## config.mk

```make
export PLATFORM = sky130hd
export DESIGN_NAME = sid_divider
export DESIGN_NICKNAME = d
export VERILOG_FILES = /design/src/shared/sid_pkg.sv /design/src/sid_cycle_timer.sv /design/src/sid_div_core.sv /design/src/sid_divider.sv
export SDC_FILE = /design/constraint.sdc
export NUM_CORES = 2
export LEC_CHECK = 0
export BUFFER_PORTS_ARGS = -buffer_cell sky130_fd_sc_hd__buf_4
export CAP_MARGIN = 20
export CORE_MARGIN = 1.5
export CORE_UTILIZATION = 55
export CTS_CLUSTER_SIZE = 40
export DETAILED_ROUTE_END_ITERATION = 16
export GPL_ROUTABILITY_DRIVEN = 0
export MAX_ROUTING_LAYER = met4
export PLACE_DENSITY = 0.74
export SLEW_MARGIN = 20
export SYNTH_ARGS = -nofsm -noshare
export SYNTH_HDL_FRONTEND = slang
export SYNTH_SLANG_ARGS = --single-unit
```

## constraint.sdc

```tcl
create_clock -name mclk_in -period 68.5 [get_ports mclk_in]
set_input_delay 13.7 -clock mclk_in [delete_from_list [all_inputs] [get_ports mclk_in]]
set_output_delay 13.7 -clock mclk_in [all_outputs]
set_load 0.02 [all_outputs]
```

## src/shared/sid_pkg.sv

```systemverilog
package sid_pkg;

    ////////////////////////////////////////////////////////////////////////////////
    // Widths
    localparam int SID_DATA_W = 32;
    localparam int SID_DIVISOR_W = 16;
    localparam int SID_ADDR_W = 8;
    localparam int SID_STRB_W = 4;

    ////////////////////////////////////////////////////////////////////////////////
    // Register byte offsets
    localparam logic [SID_ADDR_W-1:0] SID_OFF_DIVIDEND = 8'h00;
    localparam logic [SID_ADDR_W-1:0] SID_OFF_DIVISOR = 8'h04;
    localparam logic [SID_ADDR_W-1:0] SID_OFF_QUOTIENT = 8'h08;
    localparam logic [SID_ADDR_W-1:0] SID_OFF_REMAINDER = 8'h0c;
    localparam logic [SID_ADDR_W-1:0] SID_OFF_STATUS = 8'h10;

    ////////////////////////////////////////////////////////////////////////////////
    // Reset values and fields
    localparam logic [31:0] SID_RST_DIVIDEND = 32'h0000_0000;
    localparam logic [31:0] SID_RST_DIVISOR = 32'h0000_ffff;
    localparam logic [31:0] SID_RST_QUOTIENT = 32'h0000_0000;
    localparam logic [31:0] SID_RST_REMAINDER = 32'h0000_0000;
    localparam logic [31:0] SID_RST_STATUS = 32'h0000_0001;
    localparam int SID_ZERO_FLAG_BIT = 1;
    localparam logic [31:0] SID_ZDIV_QUOTIENT = 32'hffff_ffff;
    localparam logic [31:0] SID_ZDIV_REMAINDER = 32'h0000_0000;

    ////////////////////////////////////////////////////////////////////////////////
    // Timing
    localparam int SID_DIV_CYCLES = 6;

    ////////////////////////////////////////////////////////////////////////////////
    // Bus carriers
    typedef struct packed {
        logic psel;
        logic penable;
        logic pwrite;
        logic [SID_ADDR_W-1:0] paddr;
        logic [SID_DATA_W-1:0] pwdata;
        logic [SID_STRB_W-1:0] pstrb;
    } sid_apb_req_t;

    typedef struct packed {
        logic pready;
        logic [SID_DATA_W-1:0] prdata;
        logic pslverr;
    } sid_apb_rsp_t;

    // Merge write data into a word under byte strobes
    function automatic logic [31:0] sid_merge(input logic [31:0] old_v, input logic [31:0] new_v,
                                              input logic [3:0] strb);
        logic [31:0] res;
        res = old_v;
        for (int i = 0; i < 4; i++) begin
            if (strb[i]) begin
                res[i*8 +: 8] = new_v[i*8 +: 8];
            end
        end
        return res;
    endfunction : sid_merge

endpackage : sid_pkg

```

## src/sid_cycle_timer.sv

```systemverilog
`timescale 1ns/1ps
`default_nettype none
module sid_cycle_timer #(
    parameter int CYCLES = sid_pkg::SID_DIV_CYCLES
) (
    // Clock and reset
    input wire logic mclk_in,
    input wire logic sys_rst_in,
    // Control
    input wire logic start_in,
    // Status
    output logic busy_out,
    output logic done_out
);
    import sid_pkg::*;

    localparam int CNT_W = 4;

    generate
        if (CYCLES < 1 || CYCLES > 15) begin : g_bad_cycles
            $error("sid_cycle_timer: CYCLES must be 1 to 15");
        end
    endgenerate

    typedef struct packed {
        logic [CNT_W-1:0] cnt;
    } sid_tmr_state_t;

    sid_tmr_state_t s_q;
    sid_tmr_state_t s_d;

    always_comb begin
        s_d = s_q;
        if (start_in) begin
            s_d.cnt = CNT_W'(CYCLES);
        end else if (s_q.cnt != '0) begin
            s_d.cnt = s_q.cnt - 4'h1;
        end
    end

    // A restart on the final cycle wins, so stale operands never land
    assign done_out = (s_q.cnt == 4'h1) && !start_in;
    assign busy_out = (s_q.cnt != '0);

    always_ff @(posedge mclk_in or posedge sys_rst_in) begin
        if (sys_rst_in) begin
            s_q <= '0;
        end else begin
            s_q <= s_d;
        end
    end

endmodule : sid_cycle_timer
`default_nettype wire

```

## src/sid_div_core.sv

```systemverilog
`timescale 1ns/1ps
`default_nettype none
module sid_div_core (
    // Clock and reset
    input wire logic mclk_in,
    input wire logic sys_rst_in,
    // Operands and control
    input wire logic start_in,
    input wire logic done_in,
    input wire logic [31:0] dividend_in,
    input wire logic [15:0] divisor_in,
    // Software writes to the result registers
    input wire logic quo_wr_in,
    input wire logic rem_wr_in,
    input wire logic [31:0] wr_data_in,
    input wire logic [3:0] wr_strb_in,
    // Results
    output logic [31:0] quo_out,
    output logic [31:0] rem_out
);
    import sid_pkg::*;

    typedef struct packed {
        logic [31:0] op_a;
        logic [15:0] op_b;
        logic [31:0] quo;
        logic [31:0] rem;
    } sid_core_state_t;

    sid_core_state_t s_q;
    sid_core_state_t s_d;
    logic signed [32:0] a_x;
    logic signed [32:0] b_x;
    logic signed [32:0] q_x;
    logic signed [32:0] r_x;

    always_comb begin
        // 33 bits keep the most negative dividend divided by -1 defined
        a_x = signed'({s_q.op_a[31], s_q.op_a});
        b_x = signed'({{17{s_q.op_b[15]}}, s_q.op_b});
        q_x = '0;
        r_x = '0;
        if (s_q.op_b != 16'h0000) begin
            q_x = a_x / b_x;
            r_x = a_x % b_x;
        end
    end

    always_comb begin
        s_d = s_q;
        if (start_in) begin
            s_d.op_a = dividend_in;
            s_d.op_b = divisor_in;
        end
        if (quo_wr_in) begin
            s_d.quo = sid_merge(s_q.quo, wr_data_in, wr_strb_in);
        end
        if (rem_wr_in) begin
            s_d.rem = sid_merge(s_q.rem, wr_data_in, wr_strb_in);
        end
        if (done_in) begin
            if (s_q.op_b == 16'h0000) begin
                s_d.quo = SID_ZDIV_QUOTIENT;
                s_d.rem = SID_ZDIV_REMAINDER;
            end else begin
                s_d.quo = q_x[31:0];
                s_d.rem = {{16{r_x[15]}}, r_x[15:0]};
            end
        end
    end

    assign quo_out = s_q.quo;
    assign rem_out = s_q.rem;

    always_ff @(posedge mclk_in or posedge sys_rst_in) begin
        if (sys_rst_in) begin
            s_q.op_a <= SID_RST_DIVIDEND;
            s_q.op_b <= SID_RST_DIVISOR[15:0];
            s_q.quo <= SID_RST_QUOTIENT;
            s_q.rem <= SID_RST_REMAINDER;
        end else begin
            s_q <= s_d;
        end
    end

endmodule : sid_div_core
`default_nettype wire

```

## src/sid_divider.sv

```systemverilog
`timescale 1ns/1ps
`default_nettype none
module sid_divider #(
    parameter int DIV_CYCLES = sid_pkg::SID_DIV_CYCLES
) (
    // Clock and reset
    input wire logic mclk_in,
    input wire logic sys_rst_in,
    // APB slave
    input wire sid_pkg::sid_apb_req_t apb_req_in,
    output sid_pkg::sid_apb_rsp_t apb_rsp_out
);
    import sid_pkg::*;

    ////////////////////////////////////////////////////////////////////////////////
    // State
    typedef struct packed {
        logic [31:0] dividend;
        logic [15:0] divisor;
        logic zero_flag;
        logic pready;
        logic [31:0] prdata;
        logic pslverr;
    } sid_top_state_t;

    sid_top_state_t s_q;
    sid_top_state_t s_d;

    logic access;
    logic commit;
    logic hit_dividend;
    logic hit_divisor;
    logic hit_quo;
    logic hit_rem;
    logic hit_status;
    logic mapped;
    logic start;
    logic busy;
    logic done;
    logic quo_wr;
    logic rem_wr;
    logic [31:0] quo;
    logic [31:0] rem;
    logic [31:0] new_divisor;
    logic [31:0] status_word;

    ////////////////////////////////////////////////////////////////////////////////
    // Decode
    assign access = apb_req_in.psel && apb_req_in.penable;
    // The transfer ends on the edge that samples our registered pready
    assign commit = access && s_q.pready;
    assign hit_dividend = (apb_req_in.paddr[7:2] == SID_OFF_DIVIDEND[7:2]);
    assign hit_divisor = (apb_req_in.paddr[7:2] == SID_OFF_DIVISOR[7:2]);
    assign hit_quo = (apb_req_in.paddr[7:2] == SID_OFF_QUOTIENT[7:2]);
    assign hit_rem = (apb_req_in.paddr[7:2] == SID_OFF_REMAINDER[7:2]);
    assign hit_status = (apb_req_in.paddr[7:2] == SID_OFF_STATUS[7:2]);
    assign mapped = hit_dividend || hit_divisor || hit_quo || hit_rem || hit_status;

    assign start = commit && apb_req_in.pwrite && hit_divisor;
    assign quo_wr = commit && apb_req_in.pwrite && hit_quo;
    assign rem_wr = commit && apb_req_in.pwrite && hit_rem;
    assign new_divisor = sid_merge({16'h0000, s_q.divisor}, apb_req_in.pwdata, apb_req_in.pstrb);
    assign status_word = SID_RST_STATUS | (32'(s_q.zero_flag) << SID_ZERO_FLAG_BIT);

    ////////////////////////////////////////////////////////////////////////////////
    // Next state
    always_comb begin
        s_d = s_q;
        s_d.pready = 1'b0;
        if (access && !s_q.pready) begin
            // Result reads wait out a running division instead of returning stale data
            if (!(busy && !apb_req_in.pwrite && (hit_quo || hit_rem))) begin
                s_d.pready = 1'b1;
                s_d.pslverr = !mapped;
                s_d.prdata = 32'h0000_0000;
                if (!apb_req_in.pwrite) begin
                    case (1'b1)
                        hit_dividend: s_d.prdata = s_q.dividend;
                        hit_divisor: s_d.prdata = {16'h0000, s_q.divisor};
                        hit_quo: s_d.prdata = quo;
                        hit_rem: s_d.prdata = rem;
                        hit_status: s_d.prdata = status_word;
                        default: s_d.prdata = 32'h0000_0000;
                    endcase
                end
            end
        end
        if (commit) begin
            s_d.pslverr = 1'b0;
            s_d.prdata = 32'h0000_0000;
        end
        if (commit && apb_req_in.pwrite) begin
            if (hit_dividend) begin
                s_d.dividend = sid_merge(s_q.dividend, apb_req_in.pwdata, apb_req_in.pstrb);
            end
            if (hit_divisor) begin
                s_d.divisor = new_divisor[15:0];
                s_d.zero_flag = (new_divisor[15:0] == 16'h0000);
            end
            // Status writes fall through here and change nothing
        end
    end

    ////////////////////////////////////////////////////////////////////////////////
    // Datapath
    sid_cycle_timer #(
        .CYCLES(DIV_CYCLES)
    ) u_timer (
        .mclk_in(mclk_in),
        .sys_rst_in(sys_rst_in),
        .start_in(start),
        .busy_out(busy),
        .done_out(done)
    );

    // The divisor goes straight from the write; the dividend in hand comes from the held register
    sid_div_core u_core (
        .mclk_in(mclk_in),
        .sys_rst_in(sys_rst_in),
        .start_in(start),
        .done_in(done),
        .dividend_in(s_q.dividend),
        .divisor_in(new_divisor[15:0]),
        .quo_wr_in(quo_wr),
        .rem_wr_in(rem_wr),
        .wr_data_in(apb_req_in.pwdata),
        .wr_strb_in(apb_req_in.pstrb),
        .quo_out(quo),
        .rem_out(rem)
    );

    ////////////////////////////////////////////////////////////////////////////////
    // Registers
    always_ff @(posedge mclk_in or posedge sys_rst_in) begin
        if (sys_rst_in) begin
            s_q.dividend <= SID_RST_DIVIDEND;
            s_q.divisor <= SID_RST_DIVISOR[15:0];
            s_q.zero_flag <= 1'b0;
            s_q.pready <= 1'b0;
            s_q.prdata <= 32'h0000_0000;
            s_q.pslverr <= 1'b0;
        end else begin
            s_q <= s_d;
        end
    end

    assign apb_rsp_out.pready = s_q.pready;
    assign apb_rsp_out.prdata = s_q.prdata;
    assign apb_rsp_out.pslverr = s_q.pslverr;

endmodule : sid_divider
`default_nettype wire

```

==> metrics.csv, run 1 <==
stage;metric;value;unit
clocking;h-tree-depth;4;
synthesis;synth_flop_cell;dfrtp_1;
synthesis;syn_area;42900;um2
placed_design;dp_slack;-2.44;ns
status;error_line;[ERROR GRT-0232] Routing congestion too high. Check the congestion heatmap in the GUI.;
clocking;numCtsBuffers;17;
floorplan;row_count;102;
synthesis;synth-seq-area-share;0.107;
floorplan;dieWidth;282;um
floorplan;dieHeight;282;um
placed_design;place_inst;8888;
status;status;did not finish;
placed_design;port-buffer-count;80;
synthesis;yosysWarnings;0;
synthesis;ys_types;111;
grt;grt_max_degree;118;
status;stop_stage;global routing;
floorplan;pin_count;83;
grt;grt_usage;0.736;
clocking;clockBufferDepth;2;
synthesis;async_flop_share;1.00;
placed_design;placed_cell_area;59300;um2
timing;worst_endpoint;u_core.rem_out[21]$_DFFE_PP0P_/D;
floorplan;initial_utilization;0.554;
clocking;cts_sinks;183;
grt;grt-ovfl-total;413;
clocking;cts-root-buf;clkbuf_16;
timing;worstEpCategory;register input;
synthesis;yosys_register_bits;183;
placed_design;dp_hpwl;144;mm
clocking;cts_hold_buf;0;
synthesis;synthCells;5935;
synthesis;synth_edf_count;0;
synthesis;postSynthAreaPerCell;7.22;um2
per-stage QoR:
step / TNS [ns] / hold WS [ns]
after floorplan: 0 / 0.444
after global placement: -17.64 / 0.460
after detailed placement: -122.69 / 0.473
after CTS: 0 / 0.491
cells by family after synthesis:
group / Yosys count / share of synthesized area
compound gates: 2049 / 0.323
xor+xnor: 431 / 0.0882
fa+ha+maj: 570 / 0.167
buf+inv: 448 / 0.0432
flops: 183 / 0.107
mux: 179 / 0.0447
other cells: 2 / 0.000175
simple gates: 2073 / 0.227
synth_stat cells (141+ instances only):
cell type	instances	area share
nor3_1	182	0.021
dfrtp_1	167	0.097
ha_1	569	0.17
nand3_1	141	0.016
xor2_1	160	0.033
nor2_1	504	0.044
inv_1	198	0.017
o21ai_0	385	0.045
nand2_1	720	0.063
xnor2_1	270	0.055
clkbuf_1	152	0.013
a21o_1	171	0.030
o21a_1	149	0.026
a21oi_1	445	0.052
metal layers:
metal  GRT overflow  GRT usage
met1             50      0.741
met2            222      0.870
met3             49      0.594
met4             92      0.669
met5              -          -
what timing repair did:
action	4_1_cts
setup endpoints to repair	64
setup buffers	17
gates resized for setup	108
cloned	0
pin swaps	22
==> run 2, diff against run 1 <==
--- a/config.mk
+++ b/config.mk
@@ -8,12 +8,10 @@
 export BUFFER_PORTS_ARGS = -buffer_cell sky130_fd_sc_hd__buf_4
 export CAP_MARGIN = 20
 export CORE_MARGIN = 1.5
-export CORE_UTILIZATION = 55
-export CTS_CLUSTER_SIZE = 40
+export CORE_UTILIZATION = 40
 export DETAILED_ROUTE_END_ITERATION = 16
 export GPL_ROUTABILITY_DRIVEN = 0
-export MAX_ROUTING_LAYER = met4
-export PLACE_DENSITY = 0.74
+export PLACE_DENSITY_LB_ADDON = 0.15
 export SLEW_MARGIN = 20
 export SYNTH_ARGS = -nofsm -noshare
 export SYNTH_HDL_FRONTEND = slang
==> constraint.sdc (replaced) <==
create_clock -name mclk_in -period 89 [get_ports mclk_in]
set_input_delay 17.8 -clock mclk_in [delete_from_list [all_inputs] [get_ports mclk_in]]
set_output_delay 17.8 -clock mclk_in [all_outputs]
set_load 0.02 [all_outputs]
==> metrics.csv, run 2 <==
stage;metric;value;unit
cells_and_area;area_growth;20.7;%
routing;drt_iter0_markers;4630;
grt;use_met2;0.510;
setup_path;path_max_fanout;37;
routing;wl_per_cell;21.2;um
clocking;clockBufferDepth;2;
timing;drv_slew;0;
placed_design;port-buffer-count;80;
routing;num_vias;48908;
floorplan;pin_count;83;
cells_and_area;mostFrequentLayoutCell;buf_4;
synthesis;async_flop_share;1.00;
floorplan;design.core.area;106000;um2
floorplan;row_count;119;
routing;ant_nets;0;
floorplan;dieHeight;330;um
flow_run;cap_violations;0;
timing;finalSetupTns;0;ns
timing;rsz0062_at_grt;false;
synthesis;yosysMostFrequentCell;nand2_1;
synthesis;synthTopCellsByArea;ha_1 (17%), dfrtp_1 (9.7%), nand2_1 (6.3%), xnor2_1 (5.5%), a21oi_1 (5.2%);
grt;gr-usage-met3;0.0232;
setup_path;cpMostUsedCell;ha_1;
clocking;clock_latency;0.44;ns
cells_and_area;final_nets;7362;
synthesis;syn_area;42900;um2
synthesis;synth_common_cells;nand2_1 (720), ha_1 (569), nor2_1 (504);
routing;drtPass1Iterations;7;
setup_path;critPathKind;register to register;
status;status;complete, no violations;
timing;fin_crit_sh;0.940;
grt;busiest_layer;met2;
synthesis;postSynthAreaPerCell;7.22;um2
grt;grt_max_degree;127;
timing;fmaxAchievable;11.9;MHz
synthesis;yosys_register_bits;183;
grt;grt_usage;0.306;
synthesis;synthCells;5935;
routing;remaining_drc_errors;0;
floorplan;initial_utilization;0.406;
timing;hold_violations;0;
grt;grt_pass1_vias;45869;
grt;global_route.usage.met1;0.413;
setup_path;crit_required;89.36;ns
floorplan;dieWidth;330;um
timing;finalClockSkew;0.0215;ns
floorplan;die_area;109000;um2
clocking;h-tree-depth;4;
setup_path;max_stage_delay;0.72;ns
clocking;numCtsBuffers;17;
timing;setup_viol_count_final;0;
clocking;cts-root-buf;clkbuf_16;
synthesis;synth_edf_count;0;
clocking;cts_sinks;183;
synthesis;yosysWarnings;0;
cells_and_area;mostFrequentLayoutCells;buf_4 (878), nand2_1 (719), ha_1 (569), nor2_1 (497), a21oi_1 (435);
cells_and_area;largest_reg_flops;49;
synthesis;synthDominantCellAreaShare;0.166;
synthesis;synth_flop_cell;dfrtp_1;
clocking;cts_tree;done;
routing;wirelength;173;mm
synthesis;synth_area_leader_cell;ha_1;
timing;worst_pin_slew;1.11;ns
grt;grt_pass1_wl;264;mm
grt;grt-ovfl-total;0;
setup_path;slowest_stage;or4_4;
synthesis;ys_types;111;
hold_path;hold_path_class;register to register;
timing;min_period;83.68;ns
timing;slew_headroom;0.262;
cells_and_area;fillers;10756;
setup_path;crit_path_start_kind;register;
routing;viasPerCell;6.00;
grt;antenna_found_initial;7;
cells_and_area;regMostFlops;s_q;
setup_path;end_kind;register;
placed_design;dp_hpwl;138;mm
setup_path;crit_arrival;84.05;ns
cells_and_area;drive_gt1_frac;0.177;
synthesis;synth-seq-area-share;0.107;
clocking;cts.clk_slew.worst_paths;0.08;ns
run 2: per-stage QoR:
stage                util  hold WS [ns]  instances  worst slack [ns]  cell area (um2)
CTS                 0.489         0.487       8147              4.76            51700
global placement    0.483         0.459       8114              5.48            51000
global route        0.489         0.508       8151            0.0218            51700
floorplan               -         0.444       6087             13.65            43400
finish              0.489         0.484       8152              5.32            51700
detailed placement  0.483         0.467       8115              5.13            51000
run 2: layer usage:
metal  share of wire  up-vias
met5         0.00012        -
met4           0.040        2
met3           0.061      315
met2            0.46     1711
met1            0.44    23099
li1                -    23781
run 2: cells by family after synthesis:
group | Yosys count | share of synthesized area
flip-flops | 183 | 0.107
other | 2 | 0.000175
adder cells (fa/ha/maj) | 570 | 0.167
AND/OR/NAND/NOR | 2073 | 0.227
XOR/XNOR | 431 | 0.0882
multiplexers | 179 | 0.0447
buffers and inverters | 448 | 0.0432
AO/OA/AOI/OAI | 2049 | 0.323
run 2: path summary, 6_finish.rpt:
check                      depth (start not counted)                from  slack (ns)                 end
min reg2reg                                        2  u_core.quo_out[22]        0.48  u_core.quo_out[22]
min in group asynchronous                          2          sys_rst_in       17.56  u_core.rem_out[31]
max reg2reg                                      320             s_q[35]        5.32  u_core.quo_out[27]
max                                              320             s_q[35]        5.32  u_core.quo_out[27]
max in group asynchronous                          3          sys_rst_in       70.12             s_q[60]
min                                                2  u_core.quo_out[22]        0.48  u_core.quo_out[22]
run 2: timing repair:
action / in CTS / in global routing
hold buffers: 0 / 0
setup buffers: 0 / 0
endpoints found under the setup margin: 0 / 63
resized for setup: 0 / 12
run 2: layout make-up:
| type | count | area (um2) | area share |
|---|---|---|---|
| Inverter | 203 | 773 | 0.0149 |
| Antenna cell | 5 | 12.5 | 0.000242 |
| Clock inverter | 14 | 174 | 0.00336 |
| Sequential cell | 183 | 4600 | 0.0889 |
| Timing Repair Buffer | 882 | 6670 | 0.129 |
| Clock buffer | 18 | 439 | 0.00849 |
| Tap cell | 1391 | 1740 | 0.0336 |
| Multi-Input combinational cell | 5456 | 37300 | 0.721 |
run 2: critical path: cells and delay by family (launching register included):
| kind | cells | cell delay (ns) |
|---|---|---|
| AOI/OAI and AO/OA | 154 | 40.86 |
| muxes | 4 | 1.30 |
| buffers and inverters | 36 | 7.15 |
| adders and majority gates | 32 | 9.51 |
| xor gates and xnor gates | 3 | 0.51 |
| DFF | 1 | 0.47 |
| and+or+nand+nor | 91 | 23.48 |
Power of run 2 is left out: the tool's default activity adds up to more than one toggle a clock period on the data nets, which glitch-free logic cannot reach.
